**config.mk**
```make
export PLATFORM = sky130hd
export DESIGN_NAME = atpr_regbank
export DESIGN_NICKNAME = d
export VERILOG_FILES = /design/src/hw/atpr_pkg.sv /design/src/hw/atpr_regbank.sv
export SDC_FILE = /design/constraint.sdc
export NUM_CORES = 2
export LEC_CHECK = 0
export BUFFER_PORTS_ARGS = -buffer_cell sky130_fd_sc_hd__buf_2
export CAP_MARGIN = 40
export CORE_ASPECT_RATIO = 0.6
export CORE_MARGIN = 4
export CORE_UTILIZATION = 50
export CTS_CLUSTER_DIAMETER = 80
export DETAILED_ROUTE_END_ITERATION = 16
export GPL_TIMING_DRIVEN = 0
export MAX_ROUTING_LAYER = met4
export PLACE_DENSITY = 0.74
export REMOVE_ABC_BUFFERS = 1
export SYNTH_ARGS = -nofsm -noshare
export SYNTH_HDL_FRONTEND = slang
export SYNTH_SLANG_ARGS = --single-unit
```
**constraint.sdc**
```tcl
create_clock -name ref_clk -period 17.45 [get_ports ref_clk]
set_clock_uncertainty 0.05 [all_clocks]
set_input_delay 0 -clock ref_clk [delete_from_list [all_inputs] [get_ports ref_clk]]
set_output_delay 0 -clock ref_clk [all_outputs]
set_load 0.05 [all_outputs]
```
**src/hw/atpr_pkg.sv**
```systemverilog
// constants and register map of the analog terminal parameter bank
package atpr_pkg;
  localparam int REG_W = 16;
  localparam int IDX_W = 6;
  localparam int ARR_N = 38;

  // register indices
  localparam logic [5:0] REG_ADC_RAW = 6'h00;
  localparam logic [5:0] REG_DIAG = 6'h06;
  localparam logic [5:0] REG_CMD = 6'h07;
  localparam logic [5:0] REG_TYPE = 6'h08;
  localparam logic [5:0] REG_FW = 6'h09;
  localparam logic [5:0] REG_SRLEN = 6'h0A;
  localparam logic [5:0] REG_CHCNT = 6'h0B;
  localparam logic [5:0] REG_MINLEN = 6'h0C;
  localparam logic [5:0] REG_LAYOUT = 6'h0D;
  localparam logic [5:0] REG_ALIGN = 6'h0F;
  localparam logic [5:0] REG_HWREV = 6'h10;
  localparam logic [5:0] REG_FIN_OFS = 6'h11;
  localparam logic [5:0] REG_FIN_GAIN = 6'h12;
  localparam logic [5:0] REG_FOUT_OFS = 6'h13;
  localparam logic [5:0] REG_FOUT_GAIN = 6'h14;
  localparam logic [5:0] REG_UPPER = 6'h15;
  localparam logic [5:0] REG_LOWER = 6'h16;
  localparam logic [5:0] REG_CODE = 6'h1F;
  localparam logic [5:0] REG_FEAT = 6'h20;
  localparam logic [5:0] REG_UIN_OFS = 6'h21;
  localparam logic [5:0] REG_UIN_GAIN = 6'h22;
  localparam logic [5:0] REG_UDEF = 6'h23;
  localparam logic [5:0] REG_UOUT_OFS = 6'h24;
  localparam logic [5:0] REG_UOUT_GAIN = 6'h25;

  // fixed and reset values
  localparam logic [15:0] SRLEN_VAL = 16'h0130;
  localparam logic [15:0] CHCNT_VAL = 16'h0218;
  localparam logic [15:0] MINLEN_VAL = 16'h9898;
  localparam logic [15:0] LAYOUT_VAL = 16'h0004;
  localparam logic [15:0] ALIGN_RST = 16'h7F80;
  localparam logic [15:0] FIN_GAIN_RST = 16'h1080;
  localparam logic [15:0] FOUT_OFS_RST = 16'h0800;
  localparam logic [15:0] FOUT_GAIN_RST = 16'h7D00;
  localparam logic [15:0] UGAIN_RST = 16'h0100;
  localparam logic [15:0] FEAT_RST = 16'h0404;
  localparam logic [15:0] FEAT_MASK = 16'h1F0F;
  localparam logic [15:0] CODE_UNLOCK = 16'h1235;
  localparam logic [15:0] ZERO_W = 16'h0000;

  // feature bit positions
  localparam int FB_FALLBACK = 12;
  localparam int FB_OUT_FMT = 11;
  localparam int FB_OUT_WDT = 10;
  localparam int FB_OUT_FBYP = 9;
  localparam int FB_OUT_USCAL = 8;
  localparam int FB_IN_FMT = 3;
  localparam int FB_IN_WDT = 2;
  localparam int FB_IN_FBYP = 1;
  localparam int FB_IN_USCAL = 0;

  // control / status byte fields
  localparam int CB_REGCOM = 7;
  localparam int CB_WRITE = 6;
  localparam int SB_ACK = 7;
  localparam int DG_OVER = 0;
  localparam int DG_UNDER = 1;

  // gain shifts
  localparam int FIN_SHIFT = 12;
  localparam int FOUT_SHIFT = 15;
  localparam int USER_SHIFT = 8;

  // watchdog timing
  localparam longint WD_TIME_MS = 100;
  localparam longint CLK_PERIOD_NS = 5;
  localparam longint WD_CYCLES_DFLT = WD_TIME_MS * 1000000 / CLK_PERIOD_NS;
endpackage : atpr_pkg

```
**src/hw/atpr_regbank.sv**
```systemverilog
// parameter register bank of the one-in one-out analog terminal
`timescale 1ns/100ps

module atpr_regbank #(
  parameter logic [15:0] TERM_TYPE_ID = 16'h0ABC, // arbitrary value
  parameter logic [15:0] FW_REV = 16'h3030, // arbitrary value
  parameter logic [15:0] HW_REV = 16'h0000, // arbitrary value
  parameter longint WD_CYCLES = atpr_pkg::WD_CYCLES_DFLT
) (
  input wire logic ref_clk,
  input wire logic rst_n,
  input wire logic clk_en,
  input wire logic pi_strobe,
  input wire logic [7:0] ctrl_byte,
  input wire logic [atpr_pkg::REG_W-1:0] out_word,
  input wire logic [atpr_pkg::REG_W-1:0] adc_raw,
  input wire logic nvm_ld_valid,
  input wire logic [atpr_pkg::IDX_W-1:0] nvm_ld_idx,
  input wire logic [atpr_pkg::REG_W-1:0] nvm_ld_data,
  output logic [7:0] status_byte,
  output logic [atpr_pkg::REG_W-1:0] in_word,
  output logic [atpr_pkg::REG_W-1:0] dac_code,
  output logic watchdog_expired,
  output logic nvm_wr_strobe,
  output logic [atpr_pkg::IDX_W-1:0] nvm_wr_idx,
  output logic [atpr_pkg::REG_W-1:0] nvm_wr_data
);
  import atpr_pkg::*;

  if (WD_CYCLES < 1 || WD_CYCLES > 64'h00000000FFFFFFFF) begin : g_chk
    $error("atpr_regbank: watchdog cycle count out of range");
  end

  localparam logic [31:0] WD_LIMIT = 32'(WD_CYCLES - 1);
  localparam logic [15:0] FIN_ONE = 16'h0001 << FIN_SHIFT; // unity gain

  // registers that hold a nonvolatile copy and sit behind the code word
  function automatic logic atpr_protected(input logic [5:0] i);
    return (i >= REG_FIN_OFS && i <= REG_LOWER) ||
           (i >= REG_FEAT && i <= REG_UOUT_GAIN);
  endfunction : atpr_protected

  // reset value of each storage slot
  function automatic logic [15:0] atpr_rst_val(input int i);
    case (6'(i))
      REG_ALIGN: return ALIGN_RST;
      REG_FIN_GAIN: return FIN_GAIN_RST;
      REG_FOUT_OFS: return FOUT_OFS_RST;
      REG_FOUT_GAIN: return FOUT_GAIN_RST;
      REG_FEAT: return FEAT_RST;
      REG_UIN_GAIN: return UGAIN_RST;
      REG_UOUT_GAIN: return UGAIN_RST;
      default: return ZERO_W;
    endcase
  endfunction : atpr_rst_val

  // gain and offset: (x * g) >>> sh + o, truncated to the word
  function automatic logic [15:0] atpr_scale(input logic [15:0] x,
      input logic [15:0] g, input logic [15:0] o, input int sh);
    logic signed [32:0] p;
    logic signed [32:0] s;
    p = $signed(x) * $signed({1'b0, g});
    s = p >>> sh;
    return 16'(s[15:0] + o);
  endfunction : atpr_scale

  logic [15:0] prm [0:ARR_N-1];
  logic [7:0] last_ctrl;
  logic [15:0] out_set;
  logic [7:0] ch_status;
  logic [31:0] wd_cnt;

  // request decode
  wire reg_mode = ctrl_byte[CB_REGCOM];
  wire [5:0] req_idx = ctrl_byte[5:0];
  wire take = clk_en && pi_strobe;
  wire new_req = take && reg_mode && (ctrl_byte != last_ctrl);
  wire wr_req = new_req && ctrl_byte[CB_WRITE];
  wire [15:0] code_word = prm[REG_CODE];
  wire unlocked = (code_word == CODE_UNLOCK);
  wire req_prot = atpr_protected(req_idx);
  wire req_free = (req_idx == REG_CMD) || (req_idx == REG_ALIGN) ||
                  (req_idx == REG_CODE);
  wire wr_ok = wr_req && (req_free || (req_prot && unlocked));
  wire wr_persist = wr_ok && req_prot;
  wire ld_ok = nvm_ld_valid && atpr_protected(nvm_ld_idx);

  // one write port: coupler write wins over a nonvolatile reload
  wire wen = wr_ok || (clk_en && ld_ok);
  wire [5:0] widx = wr_ok ? req_idx : nvm_ld_idx;
  wire [15:0] wraw = wr_ok ? out_word : nvm_ld_data;
  wire [15:0] wdat = (widx == REG_FEAT) ? (wraw & FEAT_MASK) : wraw;

  // named views of the stored parameters
  wire [15:0] feat = prm[REG_FEAT];
  wire [15:0] fin_ofs = prm[REG_FIN_OFS];
  wire [15:0] fin_gain = prm[REG_FIN_GAIN];
  wire [15:0] fout_ofs = prm[REG_FOUT_OFS];
  wire [15:0] fout_gain = prm[REG_FOUT_GAIN];
  wire [15:0] upper_lim = prm[REG_UPPER];
  wire [15:0] lower_lim = prm[REG_LOWER];
  wire [15:0] user_default = prm[REG_UDEF];

  // input path: factory, then user scaling, then clamp and format
  wire [15:0] in_fac = feat[FB_IN_FBYP] ? adc_raw :
      atpr_scale(adc_raw, fin_gain, fin_ofs, FIN_SHIFT);
  wire [15:0] in_usr = feat[FB_IN_USCAL] ?
      atpr_scale(in_fac, prm[REG_UIN_GAIN], prm[REG_UIN_OFS], USER_SHIFT) :
      in_fac;
  // a zero limit leaves that side unclamped, so the zero defaults clamp nothing
  wire over = (upper_lim != ZERO_W) &&
              ($signed(in_usr) > $signed(upper_lim));
  wire under = (lower_lim != ZERO_W) &&
               ($signed(in_usr) < $signed(lower_lim));
  wire [15:0] in_clamp = over ? upper_lim : (under ? lower_lim : in_usr);
  wire [15:0] in_fmt = feat[FB_IN_FMT] ?
      {in_clamp[15:3], 2'b00, over | under} : in_clamp;
  wire [7:0] next_ch_status = {6'h00, under, over};

  // output path: user scaling, then factory compensation
  wire [15:0] out_usr = feat[FB_OUT_USCAL] ?
      atpr_scale(out_set, prm[REG_UOUT_GAIN], prm[REG_UOUT_OFS], USER_SHIFT) :
      out_set;
  wire [15:0] out_fac = feat[FB_OUT_FBYP] ? out_usr :
      atpr_scale(out_usr, fout_gain, fout_ofs, FOUT_SHIFT);
  wire [15:0] out_fmt = feat[FB_OUT_FMT] ? {out_fac[15:3], 3'b000} : out_fac;
  wire [15:0] next_dac = feat[FB_FALLBACK] ? user_default :
                         (watchdog_expired ? ZERO_W : out_fmt);

  // watchdog runs only while enabled; any process-data exchange kicks it
  wire wd_on = feat[FB_OUT_WDT] || feat[FB_IN_WDT];
  wire wd_kick = take && !reg_mode;
  wire wd_hit = wd_on && (wd_cnt >= WD_LIMIT);

  // read selection; fixed values live here and cannot be written
  logic [15:0] rd_val;
  always_comb begin
    case (req_idx)
      REG_ADC_RAW: rd_val = adc_raw;
      REG_DIAG: rd_val = {8'h00, ch_status};
      REG_TYPE: rd_val = TERM_TYPE_ID;
      REG_FW: rd_val = FW_REV;
      REG_SRLEN: rd_val = SRLEN_VAL;
      REG_CHCNT: rd_val = CHCNT_VAL;
      REG_MINLEN: rd_val = MINLEN_VAL;
      REG_LAYOUT: rd_val = LAYOUT_VAL;
      REG_HWREV: rd_val = HW_REV;
      REG_CMD, REG_ALIGN, REG_CODE: rd_val = prm[req_idx];
      default: rd_val = (req_prot) ? prm[req_idx] : ZERO_W;
    endcase
  end

  // parameter storage; reset clears the code word and relocks
  always_ff @(posedge ref_clk) begin
    if (!rst_n) begin
      for (int i = 0; i < ARR_N; i++) begin
        prm[i] <= atpr_rst_val(i);
      end
    end else if (wen) begin
      prm[widx] <= wdat; // command slot only stores
    end
  end

  // register-communication answer and process data
  always_ff @(posedge ref_clk) begin
    if (!rst_n) begin
      status_byte <= 8'h00;
      in_word <= ZERO_W;
      last_ctrl <= 8'h00;
      out_set <= ZERO_W;
    end else if (take) begin
      last_ctrl <= ctrl_byte;
      if (reg_mode) begin
        status_byte <= {1'b1, 1'b0, req_idx};
        in_word <= rd_val;
      end else begin
        status_byte <= ch_status;
        in_word <= in_fmt;
        out_set <= out_word;
      end
    end
  end

  // nonvolatile write-out, one pulse per accepted protected write
  always_ff @(posedge ref_clk) begin
    if (!rst_n) begin
      nvm_wr_strobe <= 1'b0;
      nvm_wr_idx <= 6'h00;
      nvm_wr_data <= ZERO_W;
    end else if (clk_en) begin
      nvm_wr_strobe <= wr_persist;
      if (wr_persist) begin
        nvm_wr_idx <= req_idx;
        nvm_wr_data <= wdat;
      end
    end
  end

  // analog side state: status, dac code, watchdog
  always_ff @(posedge ref_clk) begin
    if (!rst_n) begin
      ch_status <= 8'h00;
      dac_code <= ZERO_W;
      wd_cnt <= 32'h00000000;
      watchdog_expired <= 1'b0;
    end else if (clk_en) begin
      ch_status <= next_ch_status;
      dac_code <= next_dac;
      if (wd_kick || !wd_on) begin
        wd_cnt <= 32'h00000000;
        watchdog_expired <= 1'b0;
      end else if (wd_hit) begin
        watchdog_expired <= 1'b1;
      end else begin
        wd_cnt <= wd_cnt + 32'h00000001;
      end
    end
  end

  // locked write to feature leaves it unchanged
  unlock_gate_a: assert property (@(posedge ref_clk)
    disable iff (!rst_n)
    (wr_req && req_idx == REG_FEAT && !unlocked && !ld_ok) |=>
      feat == $past(feat))
    else $error("locked feature write took effect");

  // accepted protected write pulses nonvolatile copy
  persist_write_a: assert property (@(posedge ref_clk)
    disable iff (!rst_n)
    wr_persist |=> nvm_wr_strobe && nvm_wr_idx == $past(req_idx) &&
      prm[$past(req_idx)] == nvm_wr_data)
    else $error("protected write not persisted");

  // code word is clear after restart
  code_reset_a: assert property (@(posedge ref_clk)
    disable iff (!rst_n)
    $rose(rst_n) |-> code_word == ZERO_W && !unlocked)
    else $error("code word survived restart");

  // answer carries ack and register number
  ack_echo_a: assert property (@(posedge ref_clk)
    disable iff (!rst_n)
    (take && reg_mode) |=> status_byte == {2'b10, $past(req_idx)})
    else $error("register answer malformed");

  // over limit reports the upper limit
  over_clamp_a: assert property (@(posedge ref_clk)
    disable iff (!rst_n)
    (take && !reg_mode && over && !feat[FB_IN_FMT]) |=>
      in_word == $past(upper_lim) && ch_status[DG_OVER])
    else $error("over range not clamped");

  // under limit reports the lower limit
  under_clamp_a: assert property (@(posedge ref_clk)
    disable iff (!rst_n)
    (take && !reg_mode && under && !feat[FB_IN_FMT]) |=>
      in_word == $past(lower_lim) && ch_status[DG_UNDER])
    else $error("under range not clamped");

  // reserved feature bits stay zero after a write
  feat_reserved_a: assert property (@(posedge ref_clk)
    disable iff (!rst_n)
    (wr_ok && req_idx == REG_FEAT) |=>
      feat == ($past(out_word) & FEAT_MASK))
    else $error("feature write not masked");

  // fallback bit forces the user default onto the output
  fallback_out_a: assert property (@(posedge ref_clk)
    disable iff (!rst_n)
    (clk_en && feat[FB_FALLBACK]) |=> dac_code == $past(user_default))
    else $error("fallback value not applied");

  // fixed identification read back
  type_read_a: assert property (@(posedge ref_clk)
    disable iff (!rst_n)
    (take && reg_mode && req_idx == REG_TYPE) |=> in_word == TERM_TYPE_ID)
    else $error("terminal type read wrong");

  // diagnostic read mirrors status in low byte
  diag_mirror_a: assert property (@(posedge ref_clk)
    disable iff (!rst_n)
    (take && reg_mode && req_idx == REG_DIAG) |=>
      in_word == {8'h00, $past(ch_status)})
    else $error("diagnostic read wrong");

  // watchdog trips only while enabled
  wd_enable_a: assert property (@(posedge ref_clk)
    disable iff (!rst_n)
    $rose(watchdog_expired) |-> $past(wd_on) && $past(wd_cnt) == WD_LIMIT)
    else $error("watchdog tripped while disabled");

  // a low enable freezes the outputs and the watchdog count
  freeze_hold_a: assert property (@(posedge ref_clk)
    disable iff (!rst_n)
    !clk_en |=> $stable(dac_code) && $stable(status_byte) &&
      $stable(in_word) && $stable(wd_cnt) && $stable(nvm_wr_strobe))
    else $error("state moved while clock enable low");

  // any process exchange clears the watchdog
  wd_kick_a: assert property (@(posedge ref_clk)
    disable iff (!rst_n)
    (clk_en && wd_kick) |=> !watchdog_expired)
    else $error("watchdog not cleared by exchange");

  // expired watchdog parks the output at zero unless fallback is on
  wd_dac_zero_a: assert property (@(posedge ref_clk)
    disable iff (!rst_n)
    (clk_en && watchdog_expired && !feat[FB_FALLBACK]) |=>
      dac_code == ZERO_W)
    else $error("expired watchdog left output driven");

  // firmware word is built in
  fw_read_a: assert property (@(posedge ref_clk)
    disable iff (!rst_n)
    (take && reg_mode && req_idx == REG_FW) |=> in_word == FW_REV)
    else $error("firmware revision read wrong");

  // shift register length word is built in
  srlen_read_a: assert property (@(posedge ref_clk)
    disable iff (!rst_n)
    (take && reg_mode && req_idx == REG_SRLEN) |=> in_word == SRLEN_VAL)
    else $error("data length read wrong");

  // layout code is built in
  layout_read_a: assert property (@(posedge ref_clk)
    disable iff (!rst_n)
    (take && reg_mode && req_idx == REG_LAYOUT) |=> in_word == LAYOUT_VAL)
    else $error("layout code read wrong");

  // hardware revision is built in, writes cannot reach it
  hwrev_read_a: assert property (@(posedge ref_clk)
    disable iff (!rst_n)
    (take && reg_mode && req_idx == REG_HWREV) |=> in_word == HW_REV)
    else $error("hardware revision read wrong");

  // command slot write starts nothing and persists nothing
  cmd_inert_a: assert property (@(posedge ref_clk)
    disable iff (!rst_n)
    (wr_ok && req_idx == REG_CMD) |=> !nvm_wr_strobe && $stable(feat))
    else $error("command write had an effect");

  // refused protected write never reaches the nonvolatile copy
  locked_persist_a: assert property (@(posedge ref_clk)
    disable iff (!rst_n)
    (wr_req && req_prot && !unlocked) |=> !nvm_wr_strobe)
    else $error("locked write persisted");

  // bypassed factory scaling passes the raw value through
  in_bypass_a: assert property (@(posedge ref_clk)
    disable iff (!rst_n)
    (take && !reg_mode && feat[FB_IN_FBYP] && !feat[FB_IN_USCAL] &&
      !feat[FB_IN_FMT] && !over && !under) |=> in_word == $past(adc_raw))
    else $error("factory bypass altered input");

  // unity factory gain adds only the offset
  in_unity_a: assert property (@(posedge ref_clk)
    disable iff (!rst_n)
    (take && !reg_mode && !feat[FB_IN_FBYP] && !feat[FB_IN_USCAL] &&
      !feat[FB_IN_FMT] && fin_gain == FIN_ONE && !over && !under) |=>
      in_word == $past(adc_raw + fin_ofs))
    else $error("unity input gain wrong");
endmodule : atpr_regbank

```
==> summary.md <==
| Metric | Value |
|---|---|
| Status | finished, final reports clean |
| DRC viols | 0 |
| Number of global-route vias before repair | 54800 |
| Pre-antenna DRT Iters | 6 |
| Crit Path Class | flip-flop to flip-flop |
| WL/cell | 23.6 µm |
| Largest net degree at the start of global routing | 101 |
| Drt total wl | 228000 µm |
| Headroom to the max-slew limit | 29.2% |
| DRT antenna net count | 0 |
| R2R depth | 68 |
| CP max stage cell | fa_1 |
| CP startpoint kind | flip-flop |
| Die area | 0.164 mm² |
| Initial antenna violation count | 22 |
| Most common cell in the netlist | inv_1 |
| Placer Congestion | 0.973 |
| RR Endpoint | in_word[11] |
| Worst min path class | primary input to flip-flop |
| Crit end category | flip-flop |
| Post-synth top cells | inv_1, edfxtp_1, nand2_1 |
| CP peak stage delay | 0.55 ns |
| DR vias/cell | 5.59 |
| Area growth from synthesis to layout | 14.5% |
| CTS Buf Count | 108 |
| DP HPWL | 167000 µm |
| Crit path DAT | 17.53 ns |
| Worst path most repeated cell | fa_1 |
| Vias | 53900 |
| Root buf cell | clkbuf_16 |
| CP max FO | 8 |
| CTS H-tree depth | 3 |
| CTS tree | built |
| Period utilisation layout | 97.1% |
| # rows | 112 |
| Latest clock arrival within the worst-skew pair | 0.73 ns |
| Grt total ovfl | 0 |
| Final Max Slew Viols | 0 |
| Yosys warns | 0 |
| Top post-synthesis cells by area | edfxtp_1, fa_1, mux4_2 |
| Layout Nets | 8675 |
| Post-synthesis cell count | 6569 |
| I/O pin count | 131 |
| Top FF cell, synth | edfxtp_1 |
| End-of-flow core utilization | 57.8% |
| Max Buffers Root-to-Sink | 3 |
| Critical Path End | in_word[11] |
| Sequential fraction of the synthesis area | 40.9% |
| Fmax | 0.0590 GHz |
| Post-synth top area cell | edfxtp_1 |
| Starting DRT DRC Count | 7081 |
| R2r setup slk | 0.51 ns |
| I/O Buffers | 129 |
| Slew @ Worst Pin | 1.06 ns |
| CTS clock-pin slew for the worst setup and hold paths | 0.07 ns |
| Max cap viols | 0 |
| Die height | 315 µm |
| Die width | 520 µm |
| Initial Util | 50.5% |
| Syn Area/Cell | 12.0 µm² |
| Async SR Flop Fraction | 0% |
| Stages on the worst setup path | 68 |
| Area fraction of the dominant cell type after synthesis | 37.8% |
| Crit path max-delay family | adder cells |
| Wire length of the first global-routing pass | 344000 µm |
| Core Area | 0.156 mm² |
| Number of synthesized flops with an enable pin | 992 |
| Fraction of layout cells with a size suffix above 1 | 11.8% |
| Crit path from | prm[18][5] |
| Clock Sinks | 1112 |
| Yosys reg bits | 1112 |
| Worst path buffer plus inverter count | 11 |
| Synthesized cell area | 0.0787 mm² |
| Final setup violation count | 0 |
| RR Startpoint | prm[18][5] |
| Gr usage total | 29.0% |
| Final Hold Viols | 0 |
| Tmin final | 16.94 ns |
| Required @ worst endpoint | 18.04 ns |
| Synth cell types | 89 |
[through the flow]
step                setup WS (ns)  instance area, µm²  TNS (ns)  hold WS [ns]  cells
floorplan                    1.01               80300         0        0.0394   7004
global placement            -3.33               83600    -44.88         0.207   9242
detailed placement          -2.31               85300    -29.75         0.217   9326
CTS                        0.0500               89700         0       0.00308   9611
global route              -0.0921               90100    -0.171        0.0309   9642
finish                      0.508               90100         0        0.0379   9644
[worst register-to-register path: cells and delay by family (launching register included)]
| family | cells | cell delay (ns) |
|---|---|---|
| adders and majority gates | 17 | 7.48 |
| DFF | 1 | 0.49 |
| AOI/OAI and AO/OA | 23 | 4.33 |
| buffers and inverters | 11 | 1.14 |
| xor gates and xnor gates | 5 | 1.10 |
| and+or+nand+nor | 12 | 2.26 |
[sequential cells by signal (all words and copies together), names as in the netlist]
name              flops
watchdog_expired      1
out_set              16
prm                 992
dac_code             16
nvm_wr_idx            6
wd_cnt               32
last_ctrl             7
nvm_wr_strobe         1
ch_status             2
in_word              16
nvm_wr_data          16
status_byte           7
[how the worst min path moves through the flow]
stage | cells past startpoint | end | slack, ns | from
floorplan | 1 | dac_code[11] | 0.04 | clk_en
global placement | 3 | out_set[11] | 0.21 | out_word[11]
detailed placement | 3 | out_set[7] | 0.22 | out_word[7]
CTS | 4 | out_set[13] | 0.003 | out_word[13]
global route | 4 | out_set[14] | 0.03 | out_word[14]
finish | 4 | out_set[4] | 0.04 | out_word[4]
[final cells by class]
cell class                 instances  area [µm²]
antenna                            8        20.0
timing repair buffer             324        3200
multi-input combinational       4863       44700
sequential                      1112       32200
fill                           12400       65900
inverter                        1029        3870
clock inverter                    67         622
tap                             2109        2640
clock buffer                     132        2830
[cell families (layout without fill, tap and decap cells)]
kind of cell / Yosys count / count (layout) / share of synthesized area (%)
muxes: 360 / 360 / 9.75
buffers and inverters: 1353 / 1552 / 6.53
xor gates and xnor gates: 139 / 139 / 1.63
adders and majority gates: 1170 / 1170 / 25.5
DFF: 1112 / 1112 / 40.9
other: 1 / 768 / 0.00476
and+or+nand+nor: 1871 / 1871 / 11.1
AOI/OAI and AO/OA: 563 / 563 / 4.63
[per-layer routing]
layer	share of wire, %	vias to the layer above	GRT usage (%)	routed length, µm
met2	43	3135	41.2	98200
met3	12	497	6.87	28300
met1	41	27200	41.5	92700
met5	0	-	-	0
met4	3.9	0	9.03	8820
li1	-	23100	-	-
[layout by cell type, fill, tap and decap left out, drive strengths merged, types with 24 or more instances in the layout]
master and n:
a211oi 33, a21o 46, a21oi 164, a31oi 26, and2 312, and3 24
buf 279, clkbuf 133, clkinv 50, conb 760, dfxtp 120, dlygate4sd3 44
edfxtp 992, fa 722, ha 448, inv 1034, mux2i 27, mux4 323
nand2 778, nand2b 49, nand3 42, nor2 409, nor2b 93, nor3 55
o21a 29, o21ai 126, or2 26, xnor2 83, xor2 51
[timing repair]
item | in CTS | in global routing
setup buffers | 42 | 22
pin swaps | 2 | 19
resized for setup | 20 | 44
hold buffers | 44 | 0
hold endpoints to repair | 198 | 0
endpoints found under the setup margin | 18 | 19
Power is left out: the tool's default activity adds up to more than one toggle a clock period on the data nets, which glitch-free logic cannot reach.
